File: config.mk
export PLATFORM = sky130hd
export DESIGN_NAME = pme_top
export DESIGN_NICKNAME = d
export VERILOG_FILES = /design/src/logic/pme_sync.v /design/src/logic/pme_opcode_shift.v /design/src/logic/pme_top.v
export VERILOG_INCLUDE_DIRS = /design/src /design/src/logic
export SDC_FILE = /design/constraint.sdc
export NUM_CORES = 1
export LEC_CHECK = 0
export BUFFER_PORTS_ARGS = -buffer_cell sky130_fd_sc_hd__buf_2
export CAP_MARGIN = 10
export CORE_MARGIN = 10
export CORE_UTILIZATION = 45
export DETAILED_ROUTE_END_ITERATION = 10
export HOLD_SLACK_MARGIN = 0.08
export PLACE_DENSITY = 0.69
export REMOVE_ABC_BUFFERS = 1
export SYNTH_ARGS = -nofsm -noshare
export SYNTH_HDL_FRONTEND = slang
export SYNTH_SLANG_ARGS = --single-unit
File: constraint.sdc
create_clock -name mclk -period 2.09 [get_ports mclk]
set_input_delay 0.1045 -clock mclk [delete_from_list [all_inputs] [get_ports mclk]]
set_output_delay 0.1045 -clock mclk [all_outputs]
set_load 0.02 [all_outputs]
File: src/logic/pme_defs.vh
// Constants for the programming mode entry block
`ifndef PME_DEFS_VH
`define PME_DEFS_VH

// ****************************************************
// Opcode and timing
// ****************************************************
`define PME_OPCODE_W 10
`define PME_ENTRY_OPCODE 10'h34B
`define PME_CLK_HZ 25000000
`define PME_RESET_TIME_US 3700
// Reset sequence length in mclk cycles, longest time rounded down
`define PME_RESET_CYCLES ((`PME_RESET_TIME_US * (`PME_CLK_HZ / 1000000)))
`define PME_CNT_W 20

// ****************************************************
// APB register map (byte addresses)
// ****************************************************
`define PME_ADDR_W 8
`define PME_REG_STATUS 8'h00
`define PME_REG_CONTROL 8'h04
`define PME_REG_INIT1 8'h08
`define PME_REG_INIT2 8'h0C
`define PME_REG_FLAGS 8'h10

// Field positions
`define PME_ST_PROG_MODE 0
`define PME_ST_PROG_FLAG 1
`define PME_ST_IN_RESET 2
`define PME_ST_NORMAL 3
`define PME_ST_FULL_ACCESS 4
`define PME_CTL_ERASE 0
`define PME_CTL_PROG_ONLY 1
`define PME_INIT1_RD 0
`define PME_INIT1_WR 1
`define PME_FLAGS_GIM 7

// Reset values
`define PME_INIT2_FACTORY 8'h80
`define PME_INIT1_RESET 8'h00
`define PME_FLAGS_RESET 8'h00

`endif

File: src/logic/pme_sync.v
// Two flip-flop synchroniser for one pin level
`timescale 1ns/1ns
module pme_sync (
    input wire mclk,
    input wire arst_n,
    input wire async_in,
    output reg sync_out
);
    reg stage1;

    // First stage feeds only the second, to contain metastability
    always @(posedge mclk or negedge arst_n) begin
        if (!arst_n) begin
            stage1 <= 1'b0;
            sync_out <= 1'b0;
        end else begin
            stage1 <= async_in;
            sync_out <= stage1;
        end
    end
endmodule // pme_sync

File: src/logic/pme_opcode_shift.v
// Opcode shift register and pattern match for the programming entry
`timescale 1ns/1ns
`include "pme_defs.vh"
module pme_opcode_shift (
    input wire mclk,
    input wire arst_n,
    input wire clear,
    input wire shift_en,
    input wire bit_in,
    output reg match
);
    reg [`PME_OPCODE_W-1:0] shreg;
    wire [`PME_OPCODE_W-1:0] next_shreg;

    // MSB arrives first, so new bits enter at the bottom
    assign next_shreg = {shreg[`PME_OPCODE_W-2:0], bit_in};

    // Cleared at each reset start so stale bits cannot match
    always @(posedge mclk or negedge arst_n) begin
        if (!arst_n) begin
            shreg <= {`PME_OPCODE_W{1'b0}};
            match <= 1'b0;
        end else if (clear) begin
            shreg <= {`PME_OPCODE_W{1'b0}};
            match <= 1'b0;
        end else if (shift_en) begin
            shreg <= next_shreg;
            match <= (next_shreg == `PME_ENTRY_OPCODE);
        end else begin
            match <= 1'b0;
        end
    end
endmodule // pme_opcode_shift

File: src/logic/pme_top.v
// Programming mode entry: reset sequencing, opcode detect, protection and APB
// Notes on behaviour
// - Programming mode is requested only by a 10-bit opcode during reset.
// - Opcode arrives MSB first, one bit per rising edge of link clock.
// - After each bit, last ten bits compared to entry pattern; match sets flag.
// - Flag is held; programming mode entered only when reset sequence ends.
// - Without a match, normal operation starts when reset sequence ends.
// - System reset starts from power-on or low pulse on the reset pin.
// - Every system reset reloads the oscillator trim shadow with factory value.
// - With protection on, init registers refused until full erase; it clears code and init one.
// - After erase, full access for the session, even if protect bits set again.
// - Programming-only init registers are unreachable in normal mode.
// - Core flags are read-only except the global interrupt mask bit.
// - Each non-volatile init register has its own volatile shadow.
// - Programming mode gives access to all memories via the four-wire link; here the link only carries the entry opcode, access is over APB.
// - Programming mode left only on power-down or external reset.
// - Link has load, serial in, serial out and clock pins.
`timescale 1ns/1ns
`include "pme_defs.vh"
module pme_top #(
    parameter RESET_CYCLES = `PME_RESET_CYCLES
) (
    input wire mclk,
    input wire arst_n,
    input wire por_n,
    input wire reset_pin_n,
    input wire link_clock,
    input wire link_load,
    input wire serial_in,
    output reg serial_out,
    output wire serial_out_oe_n,
    input wire [7:0] nv_init1,
    input wire [7:0] nv_init2,
    input wire core_flags_wr,
    input wire [7:0] core_flags_wdata,
    input wire [6:0] core_flags_hw,
    output reg prog_mode,
    output reg normal_run,
    output reg erase_pulse,
    input wire psel,
    input wire penable,
    input wire pwrite,
    input wire [`PME_ADDR_W-1:0] paddr,
    input wire [31:0] pwdata,
    output reg [31:0] prdata,
    output wire pready,
    output wire pslverr
);
    // ****************************************************
    // Pin synchronisers
    // ****************************************************
    wire por_s;
    wire rpin_s;
    wire lclk_s;
    wire sin_s;
    wire load_s;

    pme_sync u_sync_por (.mclk(mclk), .arst_n(arst_n), .async_in(por_n), .sync_out(por_s));
    pme_sync u_sync_rst (.mclk(mclk), .arst_n(arst_n), .async_in(reset_pin_n),
        .sync_out(rpin_s));
    pme_sync u_sync_clk (.mclk(mclk), .arst_n(arst_n), .async_in(link_clock),
        .sync_out(lclk_s));
    pme_sync u_sync_sin (.mclk(mclk), .arst_n(arst_n), .async_in(serial_in),
        .sync_out(sin_s));
    pme_sync u_sync_ld (.mclk(mclk), .arst_n(arst_n), .async_in(link_load),
        .sync_out(load_s));

    // ****************************************************
    // Reset sequencer
    // ****************************************************
    localparam ST_HOLD = 2'd0;
    localparam ST_SEQ = 2'd1;
    localparam ST_NORMAL = 2'd2;
    localparam ST_PROG = 2'd3;

    reg [1:0] state;
    reg [1:0] next_state;
    reg [`PME_CNT_W-1:0] seq_cnt;
    reg lclk_d;
    reg prog_flag;
    wire hold_reset;
    wire seq_start;
    wire link_rise;
    wire opcode_match;
    wire seq_done;

    // Either source holds the device in reset while low
    assign hold_reset = !por_s || !rpin_s;
    assign seq_start = (state == ST_HOLD) && !hold_reset;
    assign link_rise = lclk_s && !lclk_d;
    assign seq_done = (seq_cnt == RESET_CYCLES[`PME_CNT_W-1:0] - 1'b1);

    // Link clock is sampled, so edges closer than a few mclk are lost
    always @(posedge mclk or negedge arst_n) begin
        if (!arst_n) begin
            lclk_d <= 1'b0;
        end else begin
            lclk_d <= lclk_s;
        end
    end

    // Bits count only during the sequence; before or after they are ignored
    pme_opcode_shift u_shift (
        .mclk(mclk),
        .arst_n(arst_n),
        .clear(state == ST_HOLD),
        .shift_en(link_rise && (state == ST_SEQ)),
        .bit_in(sin_s),
        .match(opcode_match)
    );

    // State transitions
    always @* begin
        next_state = state;
        case (state)
            ST_HOLD: begin
                if (!hold_reset) begin
                    next_state = ST_SEQ;
                end
            end
            ST_SEQ: begin
                if (hold_reset) begin
                    next_state = ST_HOLD;
                end else if (seq_done) begin
                    next_state = (prog_flag || opcode_match) ? ST_PROG : ST_NORMAL;
                end
            end
            ST_NORMAL: begin
                if (hold_reset) begin
                    next_state = ST_HOLD;
                end
            end
            ST_PROG: begin
                if (hold_reset) begin
                    next_state = ST_HOLD;
                end
            end
            default: begin
                next_state = ST_HOLD;
            end
        endcase
    end

    // Sequence counter and held program-mode flag
    always @(posedge mclk or negedge arst_n) begin
        if (!arst_n) begin
            state <= ST_HOLD;
            seq_cnt <= {`PME_CNT_W{1'b0}};
            prog_flag <= 1'b0;
        end else begin
            state <= next_state;
            if (state != ST_SEQ) begin
                seq_cnt <= {`PME_CNT_W{1'b0}};
            end else begin
                seq_cnt <= seq_cnt + 1'b1;
            end
            if (state == ST_HOLD) begin
                prog_flag <= 1'b0;
            end else if (opcode_match) begin
                prog_flag <= 1'b1;
            end
        end
    end

    // Mode outputs
    always @(posedge mclk or negedge arst_n) begin
        if (!arst_n) begin
            prog_mode <= 1'b0;
            normal_run <= 1'b0;
        end else begin
            prog_mode <= (next_state == ST_PROG);
            normal_run <= (next_state == ST_NORMAL);
        end
    end

    // ****************************************************
    // Shadows, protection and core flags
    // ****************************************************
    reg [7:0] init1_shadow;
    reg [7:0] init2_shadow;
    reg [7:0] core_flags_reg;
    reg full_access;
    reg prog_only_en;
    wire prot_on;
    wire wr_fire;
    wire rd_fire;
    wire prog_only_addr;
    wire erase_req;

    assign prot_on = init1_shadow[`PME_INIT1_RD] || init1_shadow[`PME_INIT1_WR];
    assign wr_fire = psel && penable && pwrite;
    assign rd_fire = psel && penable && !pwrite;
    assign prog_only_addr = (paddr == `PME_REG_INIT1) || (paddr == `PME_REG_INIT2);
    assign erase_req = wr_fire && (paddr == `PME_REG_CONTROL) && pwdata[`PME_CTL_ERASE]
        && prog_mode;

    // Shadows reload on every reset; one shadow per non-volatile register
    always @(posedge mclk or negedge arst_n) begin
        if (!arst_n) begin
            init1_shadow <= `PME_INIT1_RESET;
            init2_shadow <= `PME_INIT2_FACTORY;
            full_access <= 1'b0;
            erase_pulse <= 1'b0;
            prog_only_en <= 1'b1;
        end else begin
            erase_pulse <= erase_req;
            if (state == ST_HOLD) begin
                init1_shadow <= nv_init1;
                init2_shadow <= `PME_INIT2_FACTORY;
                full_access <= 1'b0;
                // Gate restored each reset so normal mode never starts unguarded
                prog_only_en <= 1'b1;
            end else if (erase_req) begin
                init1_shadow <= `PME_INIT1_RESET;
                full_access <= 1'b1;
            end else if (wr_fire && prog_mode && (!prot_on || full_access)) begin
                if (paddr == `PME_REG_INIT1) begin
                    init1_shadow <= pwdata[7:0];
                end
                if (paddr == `PME_REG_INIT2) begin
                    init2_shadow <= pwdata[7:0];
                end
            end
            if (wr_fire && prog_mode && (paddr == `PME_REG_CONTROL)) begin
                prog_only_en <= pwdata[`PME_CTL_PROG_ONLY];
            end
        end
    end

    // Core flags: hardware sets the low bits, software may write only the mask
    always @(posedge mclk or negedge arst_n) begin
        if (!arst_n) begin
            core_flags_reg <= `PME_FLAGS_RESET;
        end else begin
            core_flags_reg[6:0] <= core_flags_hw;
            if (core_flags_wr) begin
                core_flags_reg[`PME_FLAGS_GIM] <= core_flags_wdata[`PME_FLAGS_GIM];
            end else if (wr_fire && (paddr == `PME_REG_FLAGS)) begin
                core_flags_reg[`PME_FLAGS_GIM] <= pwdata[`PME_FLAGS_GIM];
            end
        end
    end

    // ****************************************************
    // APB slave: zero wait, error on unmapped or blocked access
    // ****************************************************
    reg addr_ok;
    reg blocked;

    assign pready = 1'b1;
    assign pslverr = psel && penable && (!addr_ok || blocked);

    // Decode; protected devices refuse the init registers until full access
    always @* begin
        addr_ok = (paddr == `PME_REG_STATUS) || (paddr == `PME_REG_CONTROL)
            || (paddr == `PME_REG_INIT1) || (paddr == `PME_REG_INIT2)
            || (paddr == `PME_REG_FLAGS);
        blocked = prog_only_addr && prog_only_en && !prog_mode;
        if (prog_mode && prot_on && !full_access && prog_only_addr) begin
            blocked = 1'b1;
        end
    end

    // Read data registered at the setup phase
    always @(posedge mclk or negedge arst_n) begin
        if (!arst_n) begin
            prdata <= 32'h0000_0000;
        end else if (psel && !penable && !pwrite) begin
            case (paddr)
                `PME_REG_STATUS: begin
                    prdata <= {27'h000_0000, full_access, normal_run,
                        (state == ST_SEQ) || (state == ST_HOLD), prog_flag, prog_mode};
                end
                `PME_REG_CONTROL: begin
                    prdata <= {30'h0000_0000, prog_only_en, 1'b0};
                end
                `PME_REG_INIT1: begin
                    prdata <= {24'h00_0000, init1_shadow};
                end
                `PME_REG_INIT2: begin
                    prdata <= {24'h00_0000, init2_shadow};
                end
                `PME_REG_FLAGS: begin
                    prdata <= {24'h00_0000, core_flags_reg};
                end
                default: begin
                    prdata <= 32'h0000_0000;
                end
            endcase
        end
    end

    // ****************************************************
    // Serial output: echoes status during programming, released otherwise
    // ****************************************************
    assign serial_out_oe_n = !prog_mode;

    // Word protocol is out of scope; line shows ready high when driven, but goes low during erase_pulse while load is low
    always @(posedge mclk or negedge arst_n) begin
        if (!arst_n) begin
            serial_out <= 1'b0;
        end else begin
            serial_out <= prog_mode && (load_s || !erase_pulse);
        end
    end
endmodule // pme_top

# Word level (Yosys, flattened, before mapping)
# Cells that the tools add are included.
[word_totals]
register_bits = 106
elab_cells = 126
out_inout_bits = 39
[classes]
n_reduce_logical = 56
n_eq_ne = 13
addsub = 1
mux = 29
[op_table]
columns = ["cell", "count"]
rows = [
  ["two-way mux 8 bit", 8],
  ["case mux 8 bit (5 select lines)", 1],
  ["adder 20 x 1 -> 20 bit, second input constant", 1],
  ["equality test 20 x 17 -> 1 bit, second input constant", 1],
  ["logical AND 1 bit", 20],
  ["two-way mux 20 bit", 1],
  ["two-way mux 9 bit", 2],
  ["equality test 8 x 4 -> 1 bit, second input constant", 2],
  ["nonzero test 2 bit", 7],
  ["logical OR 1 bit", 12],
  ["two-way mux 1 bit", 12],
  ["equality test 10 bit, second input constant", 1],
  ["logical NOT 1 bit", 10],
  ["equality test 2 bit, second input constant", 4],
  ["equality test 8 x 3 -> 1 bit, second input constant", 1],
  ["equality test 8 x 5 -> 1 bit, second input constant", 1],
  ["logical NOT 8 bit", 1],
  ["two-way mux 2 bit", 4],
  ["case mux 2 bit (3 select lines)", 1],
  ["nonzero test 3 bit", 2],
  ["inequality test 2 x 1 -> 1 bit, second input constant", 2],
  ["AND reduction 3 bit", 1],
  ["equality test 2 x 1 -> 1 bit, second input constant", 1],
  ["logical NOT 2 bit", 1],
  ["other kinds (2)", 2],
]

# Longest topological paths before layout
# Gate-level depths: netlist (run 1).
[depth]
ltp_word = 8
ltp_mapped = 6
ltp_nobuf = 5

# Cells and area by module
# A second synthesis (run 1) with hierarchy kept.
[unflattened]
hier_cells = 363
area_unflattened_um2 = 3932.5
[modules_own_cells]
columns = ["module", "n_inst", "cells_per_inst", "area_each_um2"]
rows = [
  ["pme_top", 1, 319, 3259.4],
  ["pme_opcode_shift", 1, 34, 422.9],
  ["pme_sync", 5, 2, 50.0],
]

# Worst setup path after synthesis (run 1)
# OpenSTA, ideal clock, no wires.
[synth_timing]
path_type = "reg2reg"
startpoint = "reg prog_mode"
endpoint = "reg init1_shadow[7]"
setup_ns = 0.124
setup_slack_ns = 0.230
synth_period_minus_slack_ns = 1.860
path_stages_with_launch = 6
t_required_ns = 1.966
t_arrival_ns = 1.736
cell_sequence = "dfrtp_1 -> or4bb_1 -> nor4b_1 -> buf_4 -> mux2i_1 -> o21ai_1"
[synth_via]
elab_chain_len = 4
word_cells_on_any_way = 8
classes_between = "mux: 2; reduce/logical: 6"
[synth_lines]
columns = ["element", "line_no", "rtl"]
rows = [
  ["start: declaration", "pme_top.v:37", "output reg prog_mode,"],
  ["start signal: assignment", "pme_top.v:171", "prog_mode <= (next_state == ST_PROG);"],
  ["logical AND 1 bit (2 in series)", "pme_top.v:216", "end else if (wr_fire && prog_mode && (!prot_on || full_access)) begin"],
  ["nonzero test 3 bit (no line)", "-", ""],
  ["AND reduction 2 bit (no line)", "-", ""],
  ["end signal: assignment", "pme_top.v:208", "init1_shadow <= nv_init1;"],
  ["end signal: assignment", "pme_top.v:214", "init1_shadow <= `PME_INIT1_RESET;"],
  ["end signal: assignment", "pme_top.v:218", "init1_shadow <= pwdata[7:0];"],
  ["end: declaration", "pme_top.v:179", "reg [7:0] init1_shadow;"],
]
# Several ways; a longest one is shown, not always the timed one.
# A chain may end at the register's enable or synchronous reset.

# Final worst setup path (run 1)
[layout_timing]
startpoint = "in paddr[6]"
endpoint = "reg core_flags_reg[7]"
[layout_via]
elab_chain_len = 3
[layout_lines]
columns = ["element", "line_no", "rtl"]
rows = [
  ["start: declaration", "pme_top.v:43", "input wire [`PME_ADDR_W-1:0] paddr,"],
  ["equality test 8 x 5 -> 1 bit", "-", ""],
  ["logical AND 1 bit", "pme_top.v:238", "end else if (wr_fire && (paddr == `PME_REG_FLAGS)) begin"],
  ["nonzero test 2 bit (no line)", "-", ""],
  ["end signal: assignment", "pme_top.v:233", "core_flags_reg <= `PME_FLAGS_RESET;"],
  ["end signal: indexed assignment", "pme_top.v:237", "core_flags_reg[`PME_FLAGS_GIM] <= core_flags_wdata[`PME_FLAGS_GIM];"],
  ["end signal: indexed assignment", "pme_top.v:239", "core_flags_reg[`PME_FLAGS_GIM] <= pwdata[`PME_FLAGS_GIM];"],
  ["end: declaration", "pme_top.v:181", "reg [7:0] core_flags_reg;"],
]
# Every way passes these cells.

==> flow_summary.ini, run 1 <==
[routing]
vias_per_cell = 5.30
wire_per_inst_um = 15.8
dr_total_vias = 3164
drt_iter0_drc = 191
drc = 0
totalWireLength_um = 9440
ant_nets = 0
firstDrtPassIters = 4

[global_routing]
antenna_found_initial = 1
grt_pass1_wl_um = 15800
track_usage = 0.148
grt_overflow = 0
grt_max_degree = 56
grt_pass1_vias = 3168

[timing]
fin_crit_sh = 0.957
setup_viol = 0
tightest_slew_ns = 0.703
fin_skew_ns = 0.0100
rsz0062_at_grt = false
maxSlewViolCount = 0
clock.fmax_ghz = 0.500
period_needed_ns = 2.00
slew_headroom = 0.531
hold_ws_ns = 0.213
hold_violations = 0

[final_layout]
largest_register = seq_cnt
fin_nets = 571
final_common_cell = dfrtp_1
drive_gt1_frac = 0.191
design_area_um2 = 4780
areaGrowthSynthToFinish_pct = 22.4
layout.cells.most_common_list = 80 x dfrtp_1, 55 x buf_2, 49 x nand2_1
reg_top3 = seq_cnt (20), u_shift.shreg (9)
largest_register_ffs = 20
nFillCells = 749

[min_path]
hold_path_class = in2reg
hold_start = psel

[setup_path]
crit_start = paddr[6]
required_ns = 2.32
critPathBufInv = 3
cp_slowest_stage_delay_ns = 0.55
slowest_stage = dlygate4sd3_1
startpoint_type = primary input
worst-setup-path-type = in2reg
r2r_start = seq_cnt[8]
crit_chain = dlygate4sd3_1 > buf_2 > nand4b_1 > nor3_1 > mux2i_1 > mux2i_1 > dlygate4sd3_1
cp_max_fo = 7
critical_path_arrival_ns = 2.23
cpLargestDelayFamily = buffers and inverters
crit_path_end_kind = flip-flop

[flow_run]
maxCapViolCount = 0

[logic_synthesis]
synthDistinctLibCells = 52
avgSynthCellArea_um2 = 9.96
yosysTopAreaCell = dfrtp_1
synthFlopType = dfrtp_1
synth_cells = 392
netlist_area_um2 = 3900
yosys_register_bits = 82
synthTopCellsByArea = dfrtp_1 51%, buf_4 5.0%, nand2_1 4.7%
yosys_warnings = 0
seq_area_frac_synth = 0.526
yosys.area.top_type_share = 0.513
synth_edf_count = 0
ys_async_sr_fraction = 1.00

[clocking]
cts_hold_buf = 32
clk_pin_slew_ns = 0.08
worstSkewPairLatency_ns = 0.34
post_cts_resized = 0
clockBufferDepth = 2
cts.sinks = 82
cts_buffers = 9
clockRootBuffer = clkbuf_8
cts_max_level = 3
cts_setup_buffers = 0
cts_tree = yes

[power_and_ir_drop]
p_leak_uw = 0.00209
p_per_area_nw_per_um2 = 614
irDropWorstVdd_mv = 0.349

[die]
fp.dieW_um = 113
die_h_um = 113
coreArea_um2 = 8340
rows = 33
die-area_um2 = 12800
initial_utilization = 0.468
pin_count = 121

[placed_design]
dp_hpwl_um = 6670
portBuffers = 56
dpl-instance-area_um2 = 4300
place.gp.congestion = 0.834

[run_status]
status = finished clean
-- report_power, final --
group	internal (µW)	leakage, µW	switching, µW	total [µW]
sequential	1620	0.00108	20.2	1640
clock	448	0.0000811	538	986
combinational	126	0.000937	180	307
total	2200	0.00209	739	2930
-- cell usage after synthesis, types with 2 or more instances --
| cell type | instances |
|---|---|
| nand2b_1 | 5 |
| nor3_1 | 6 |
| o31ai_1 | 4 |
| dfstp_2 | 2 |
| nand3_1 | 15 |
| nand2_1 | 49 |
| a22o_1 | 3 |
| mux2i_1 | 14 |
| a22oi_1 | 7 |
| dfrtp_1 | 80 |
| or4_1 | 6 |
| nor2_1 | 24 |
| o2bb2ai_1 | 3 |
| inv_1 | 11 |
| buf_1 | 2 |
| nor2b_1 | 2 |
| a21oi_1 | 21 |
| nand4_1 | 9 |
| and4_1 | 3 |
| or3_1 | 6 |
| conb_1 | 2 |
| clkbuf_1 | 12 |
| o21ai_0 | 28 |
| xor2_1 | 5 |
| buf_4 | 26 |
| nand4b_1 | 4 |
| and3_1 | 3 |
| nor4_1 | 4 |
| o21ai_1 | 8 |
| xnor2_1 | 6 |
-- worst min-delay path: stages --
cell     delay, ns
buf_2         0.13
nand4_1       0.17
o21ai_0       0.11
-- layer usage --
metal	GRT usage	vias up	routed length (µm)	part of all wire
met3	0.0349	12	574	0.061
met1	0.194	1538	4230	0.45
li1	-	1523	-	-
met2	0.227	91	4450	0.47
met4	0.0609	0	189	0.020
met5	0	-	0	0
-- kinds of logic (layout without fill, tap and decap cells) --
logic type / count (synthesis) / count (layout) / share of synthesized area
XOR/XNOR: 11 / 11 / 0.0247
flip-flops: 82 / 82 / 0.526
adder cells (fa/ha/maj): 1 / 1 / 0.00320
multiplexers: 15 / 15 / 0.0417
buffers and inverters: 52 / 128 / 0.0753
AO/OA/AOI/OAI: 80 / 80 / 0.123
other: 2 / 26 / 0.00192
AND/OR/NAND/NOR: 149 / 149 / 0.204
-- per-stage QoR --
step	instances	power (µW)	setup TNS, ns	util	setup slack [ns]
6_report	597	2930	0	0.573	0.0907
3_3_place_gp	550	1920	0	0.515	0.198
4_1_cts	596	2950	0	0.573	0.134
5_1_grt	597	3070	0	0.573	0.0482
3_5_place_dp	550	1930	0	0.515	0.177
2_1_floorplan	374	1790	-7.06	-	-0.720
-- path summary, 6_finish.rpt --
path	slack (ns)	end	cells past startpoint
setup / recovery	0.09	core_flags_reg[7]	7
hold / removal	0.21	prdata[6]	3
setup reg to reg	0.17	seq_cnt[19]	4
hold reg to reg	0.35	u_sync_sin.sync_out	0
max in group asynchronous	1.15	u_sync_ld.stage1	3
min in group asynchronous	0.35	u_sync_por.sync_out	2
-- final cells by class --
| class | instances | area, µm² | area share |
|---|---|---|---|
| Timing Repair Buffer | 103 | 741 | 0.155 |
| Inverter | 11 | 41.3 | 0.00864 |
| Clock inverter | 3 | 17.5 | 0.00367 |
| Antenna cell | 1 | 2.50 | 0.000524 |
| Sequential cell | 82 | 2050 | 0.430 |
| Tap cell | 105 | 131 | 0.0275 |
| Multi-Input combinational cell | 281 | 1650 | 0.345 |
| Clock buffer | 11 | 141 | 0.0296 |
Note: power is estimated with default switching activity, not from simulation.
==> inputs of run 2 (changes only) <==
--- a/config.mk
+++ b/config.mk
@@ -12,7 +12,8 @@
 export CORE_UTILIZATION = 45
 export DETAILED_ROUTE_END_ITERATION = 10
 export HOLD_SLACK_MARGIN = 0.08
-export PLACE_DENSITY = 0.69
+export PLACE_DENSITY = 0.79
+export RECOVER_POWER = 100
 export REMOVE_ABC_BUFFERS = 1
 export SYNTH_ARGS = -nofsm -noshare
 export SYNTH_HDL_FRONTEND = slang
==> flow_summary.ini, run 2 (synthesis gave the netlist of run 1 again) <==
[final_layout]
finish.utilization = 0.568
antennaDiodeCount = 0
final_common_cell = dfrtp_1
reg_top3 = seq_cnt (20), u_shift.shreg (9)
fin_nets = 567
largest_register = seq_cnt
largest_register_ffs = 20
design_area_um2 = 4740
fin_cells = 594
areaGrowthSynthToFinish_pct = 21.4
layout.cells.most_common_list = 80 x dfrtp_1, 49 x nand2_1, 40 x buf_2
drive_gt1_frac = 0.149

[min_path]
hold_start = psel
hold_path_class = in2reg

[timing]
rsz0062_at_grt = false
hold_violations = 0
clock.fmax_ghz = 0.493
slew_headroom = 0.326
period_needed_ns = 2.03
fin_crit_sh = 0.971
fin_skew_ns = 0.00902
tightest_slew_ns = 1.01
maxSlewViolCount = 0
setup_viol = 0

[placed_design]
dp_cells = 546
place.gp.congestion = 0.894
dp_hpwl_um = 6830
dpl-instance-area_um2 = 4250
portBuffers = 56

[setup_path]
crit_start = paddr[6]
r2r_start = init1_shadow[0]
worst-setup-path-type = in2reg
rrSetupSlack_ns = 0.12
required_ns = 2.33
critical_path_arrival_ns = 2.27
startpoint_type = primary input
crit_path_end_kind = flip-flop
cp_max_fo = 7

[global_routing]
grt_max_degree = 43
grt_overflow = 0
grt_pass1_wl_um = 15800
track_usage = 0.150
grt_pass1_vias = 3310
antenna_found_initial = 0

[die]
coreArea_um2 = 8340
pin_count = 121
initial_utilization = 0.468
die_h_um = 113
rows = 33
fp.dieW_um = 113
die-area_um2 = 12800

[routing]
routed.top_layer = met4
drt_iter0_drc = 313
wl_met3_um = 581
dr_total_vias = 3210
firstDrtPassIters = 4
wire_per_inst_um = 16.1
ant_nets = 0
vias_per_cell = 5.40
routedLengthMet1_um = 4310
drc = 0
wl_met2_um = 4480
totalWireLength_um = 9590

[clocking]
cts_max_level = 3
cts_tree = yes
clockRootBuffer = clkbuf_8
worstSkewPairLatency_ns = 0.36
cts_setup_buffers = 0
clk_pin_slew_ns = 0.08
cts.sinks = 82
post_cts_resized = 0
cts_buffers = 9
clockBufferDepth = 2

[flow_run]
maxCapViolCount = 0

[run_status]
status = finished clean

[power_and_ir_drop]
p_leak_uw = 0.00203
irDropWorstVdd_mv = 0.383
p_per_area_nw_per_um2 = 686
## run 2: through the flow
step           total power (µW)  worst slack [ns]  TNS [ns]  hold WS, ns
2_1_floorplan              1790            -0.720     -7.06       -0.191
3_3_place_gp               1910             0.194         0        0.120
3_5_place_dp               1920             0.142         0        0.126
4_1_cts                    3270            0.0465         0        0.191
5_1_grt                    3370            0.0119         0        0.243
6_report                   3250            0.0607         0        0.193
## run 2: power by group
part / switching, µW / internal [µW]
Sequential: 22.1 / 1620
Combinational: 174 / 113
Clock: 627 / 696
## run 2: repair_timing
action                                 in CTS  in global routing
hold buffers                               32                  0
setup endpoints to repair                   0                  0
endpoints found under the hold margin      71                  0
## run 2: metal layers
layer  up-vias  GRT usage
met5         -          0
met4         0     0.0719
met3        20     0.0370
met2       120      0.231
met1      1552      0.192
li1       1518          -
## run 2: layout make-up
cell class	count	area (µm²)
fill	711	3600
sequential	82	2050
multi-input combinational	281	1640
timing repair buffer	99	644
tap	105	131
clock buffer	9	124
clock inverter	7	106
inverter	11	41.3
## run 2: worst paths after layout
kind | to | depth (start not counted)
min in group asynchronous | u_sync_sin.stage1 | 2
setup reg to reg | init2_shadow[6] | 4
setup / recovery | core_flags_reg[7] | 7
hold / removal | prdata[6] | 3
max in group asynchronous | prdata[1] | 3
hold reg to reg | u_sync_clk.sync_out | 0
## run 2: critical path, stage by stage
cell and delay, ns:
dlygate4sd3_1 0.54, buf_2 0.18, nand4b_1 0.25, nor3_1 0.33
mux2i_1 0.24, mux2i_1 0.08, dlygate4sd3_1 0.56
==> inputs of run 3 (changes only) <==
--- a/config.mk
+++ b/config.mk
@@ -8,11 +8,14 @@
 export LEC_CHECK = 0
 export BUFFER_PORTS_ARGS = -buffer_cell sky130_fd_sc_hd__buf_2
 export CAP_MARGIN = 10
+export CELL_PAD_IN_SITES_DETAIL_PLACEMENT = 1
+export CELL_PAD_IN_SITES_GLOBAL_PLACEMENT = 1
 export CORE_MARGIN = 10
-export CORE_UTILIZATION = 45
+export CORE_UTILIZATION = 38
 export DETAILED_ROUTE_END_ITERATION = 10
+export GPL_TIMING_DRIVEN = 0
 export HOLD_SLACK_MARGIN = 0.08
-export PLACE_DENSITY = 0.79
+export PLACE_DENSITY = 0.86
 export RECOVER_POWER = 100
 export REMOVE_ABC_BUFFERS = 1
 export SYNTH_ARGS = -nofsm -noshare
==> flow_summary.ini, run 3 (synthesis gave the netlist of run 1 again) <==
[timing]
hold_violations = 0
maxSlewViolCount = 0
setup_viol = 0
slew_headroom = 0.434
hold_ws_ns = 0.220
setup_tns_ns = 0
period_needed_ns = 2.05
clock.fmax_ghz = 0.488
fin_crit_sh = 0.981
fin_skew_ns = 0.0101
tightest_slew_ns = 0.850

[routing]
drt_iter0_drc = 195
wl_met3_um = 633
routedLengthMet1_um = 5180
wl_met2_um = 6270
routed.top_layer = met4
ant_nets = 0
firstDrtPassIters = 4
dr_total_vias = 3409
drc = 0
totalWireLength_um = 12700
vias_per_cell = 5.52
wire_per_inst_um = 20.6

[setup_path]
r2r_start = init1_shadow[0]
startpoint_type = flip-flop
regToRegEndpoint = init2_shadow[2]
cp_max_fo = 11
required_ns = 2.33
reg2reg_depth = 4
rrSetupSlack_ns = 0.04
worst-setup-path-type = reg2reg
crit_path_end_kind = flip-flop
critical_path_arrival_ns = 2.29

[clocking]
cts.sinks = 82
clockRootBuffer = clkbuf_8
clockBufferDepth = 2
cts_buffers = 9
cts_max_level = 3
clk_pin_slew_ns = 0.09
worstSkewPairLatency_ns = 0.37
cts_tree = yes

[min_path]
hold_start = psel
hold_depth = 3
hold_path_class = in2reg
worstHoldEndpoint = prdata[0]

[placed_design]
portBuffers = 56
dp_hpwl_um = 7860
place.gp.congestion = 0.824

[final_layout]
largest_register = seq_cnt
layout.cells.most_common_list = 79 x dfrtp_1, 49 x nand2_1, 43 x buf_2
largest_register_ffs = 20
reg_top3 = seq_cnt (20), u_shift.shreg (9)
areaGrowthSynthToFinish_pct = 22.8
fin_nets = 564
drive_gt1_frac = 0.161
final_common_cell = dfrtp_1
finish.utilization = 0.484
antennaDiodeCount = 0

[global_routing]
grt_max_degree = 70
grt_overflow = 0
grt_pass1_wl_um = 19700
track_usage = 0.171
antenna_found_initial = 0
grt_pass1_vias = 3681

[power_and_ir_drop]
p_per_area_nw_per_um2 = 633
p_leak_uw = 0.00203
irDropWorstVdd_mv = 0.300

[run_status]
status = finished clean

[die]
die_h_um = 121
pin_count = 121
coreArea_um2 = 9910
rows = 36
fp.dieW_um = 121
initial_utilization = 0.394
die-area_um2 = 14700

[flow_run]
maxCapViolCount = 0
==> run 3: report_power, final <==
part           total (µW)  internal [µW]  switching [µW]
registers            1650           1620            26.7
logic                 317            120             197
clock network        1070            466             609
==> run 3: final cells by class <==
type / instances / area (µm²)
fill: 1170 / 5110
sequential: 82 / 2060
multi-input combinational: 281 / 1680
timing repair buffer: 96 / 681
tap: 133 / 166
clock buffer: 12 / 145
inverter: 11 / 41.3
clock inverter: 3 / 25.0
==> run 3: through the flow <==
| step | power (µW) | setup slack [ns] | instances | instance area (µm²) |
|---|---|---|---|---|
| 2_1_floorplan | 1790 | -0.720 | 374 | 3740 |
| 3_3_place_gp | 1900 | -1.31 | 563 | 4190 |
| 3_5_place_dp | 1920 | -0.298 | 565 | 4230 |
| 4_1_cts | 3030 | 0.0526 | 613 | 4760 |
| 5_1_grt | 3170 | -0.0169 | 618 | 4800 |
| 6_report | 3040 | 0.0407 | 618 | 4800 |
==> run 3: metal layers <==
metal / track usage / vias up
li1: - / 1514
met1: 0.201 / 1707
met2: 0.280 / 137
met3: 0.0316 / 51
met4: 0.109 / 0
met5: 0 / -
==> run 3: worst max-delay path by stage <==
stage / start / endpoint / cells after the start
finish: init1_shadow[0] / init2_shadow[2] / 4
global route: seq_cnt[7] / seq_cnt[19] / 4
CTS: prog_mode / init1_shadow[3] / 5
detailed placement: state[1] / u_shift.shreg[4] / 3
global placement: init1_shadow[0] / init1_shadow[7] / 4
floorplan: prog_mode / init1_shadow[7] / 4
==> run 3: critical path, cell delays in order, from the launching register on <==
cell      delay (ns)
dfrtp_1         0.45
o21bai_4        0.36
or4b_1          0.60
o21ai_0         0.36
a21oi_1         0.14
==> run 3: timing repair <==
| action | 4_1_cts | 5_1_grt |
|---|---|---|
| resized for setup | 4 | 6 |
| pin swaps | 1 | 1 |
| hold buffers | 32 | 0 |
| setup buffers | 1 | 4 |
| endpoints found under the setup margin | 25 | 15 |
| endpoints found under the hold margin | 111 | 0 |
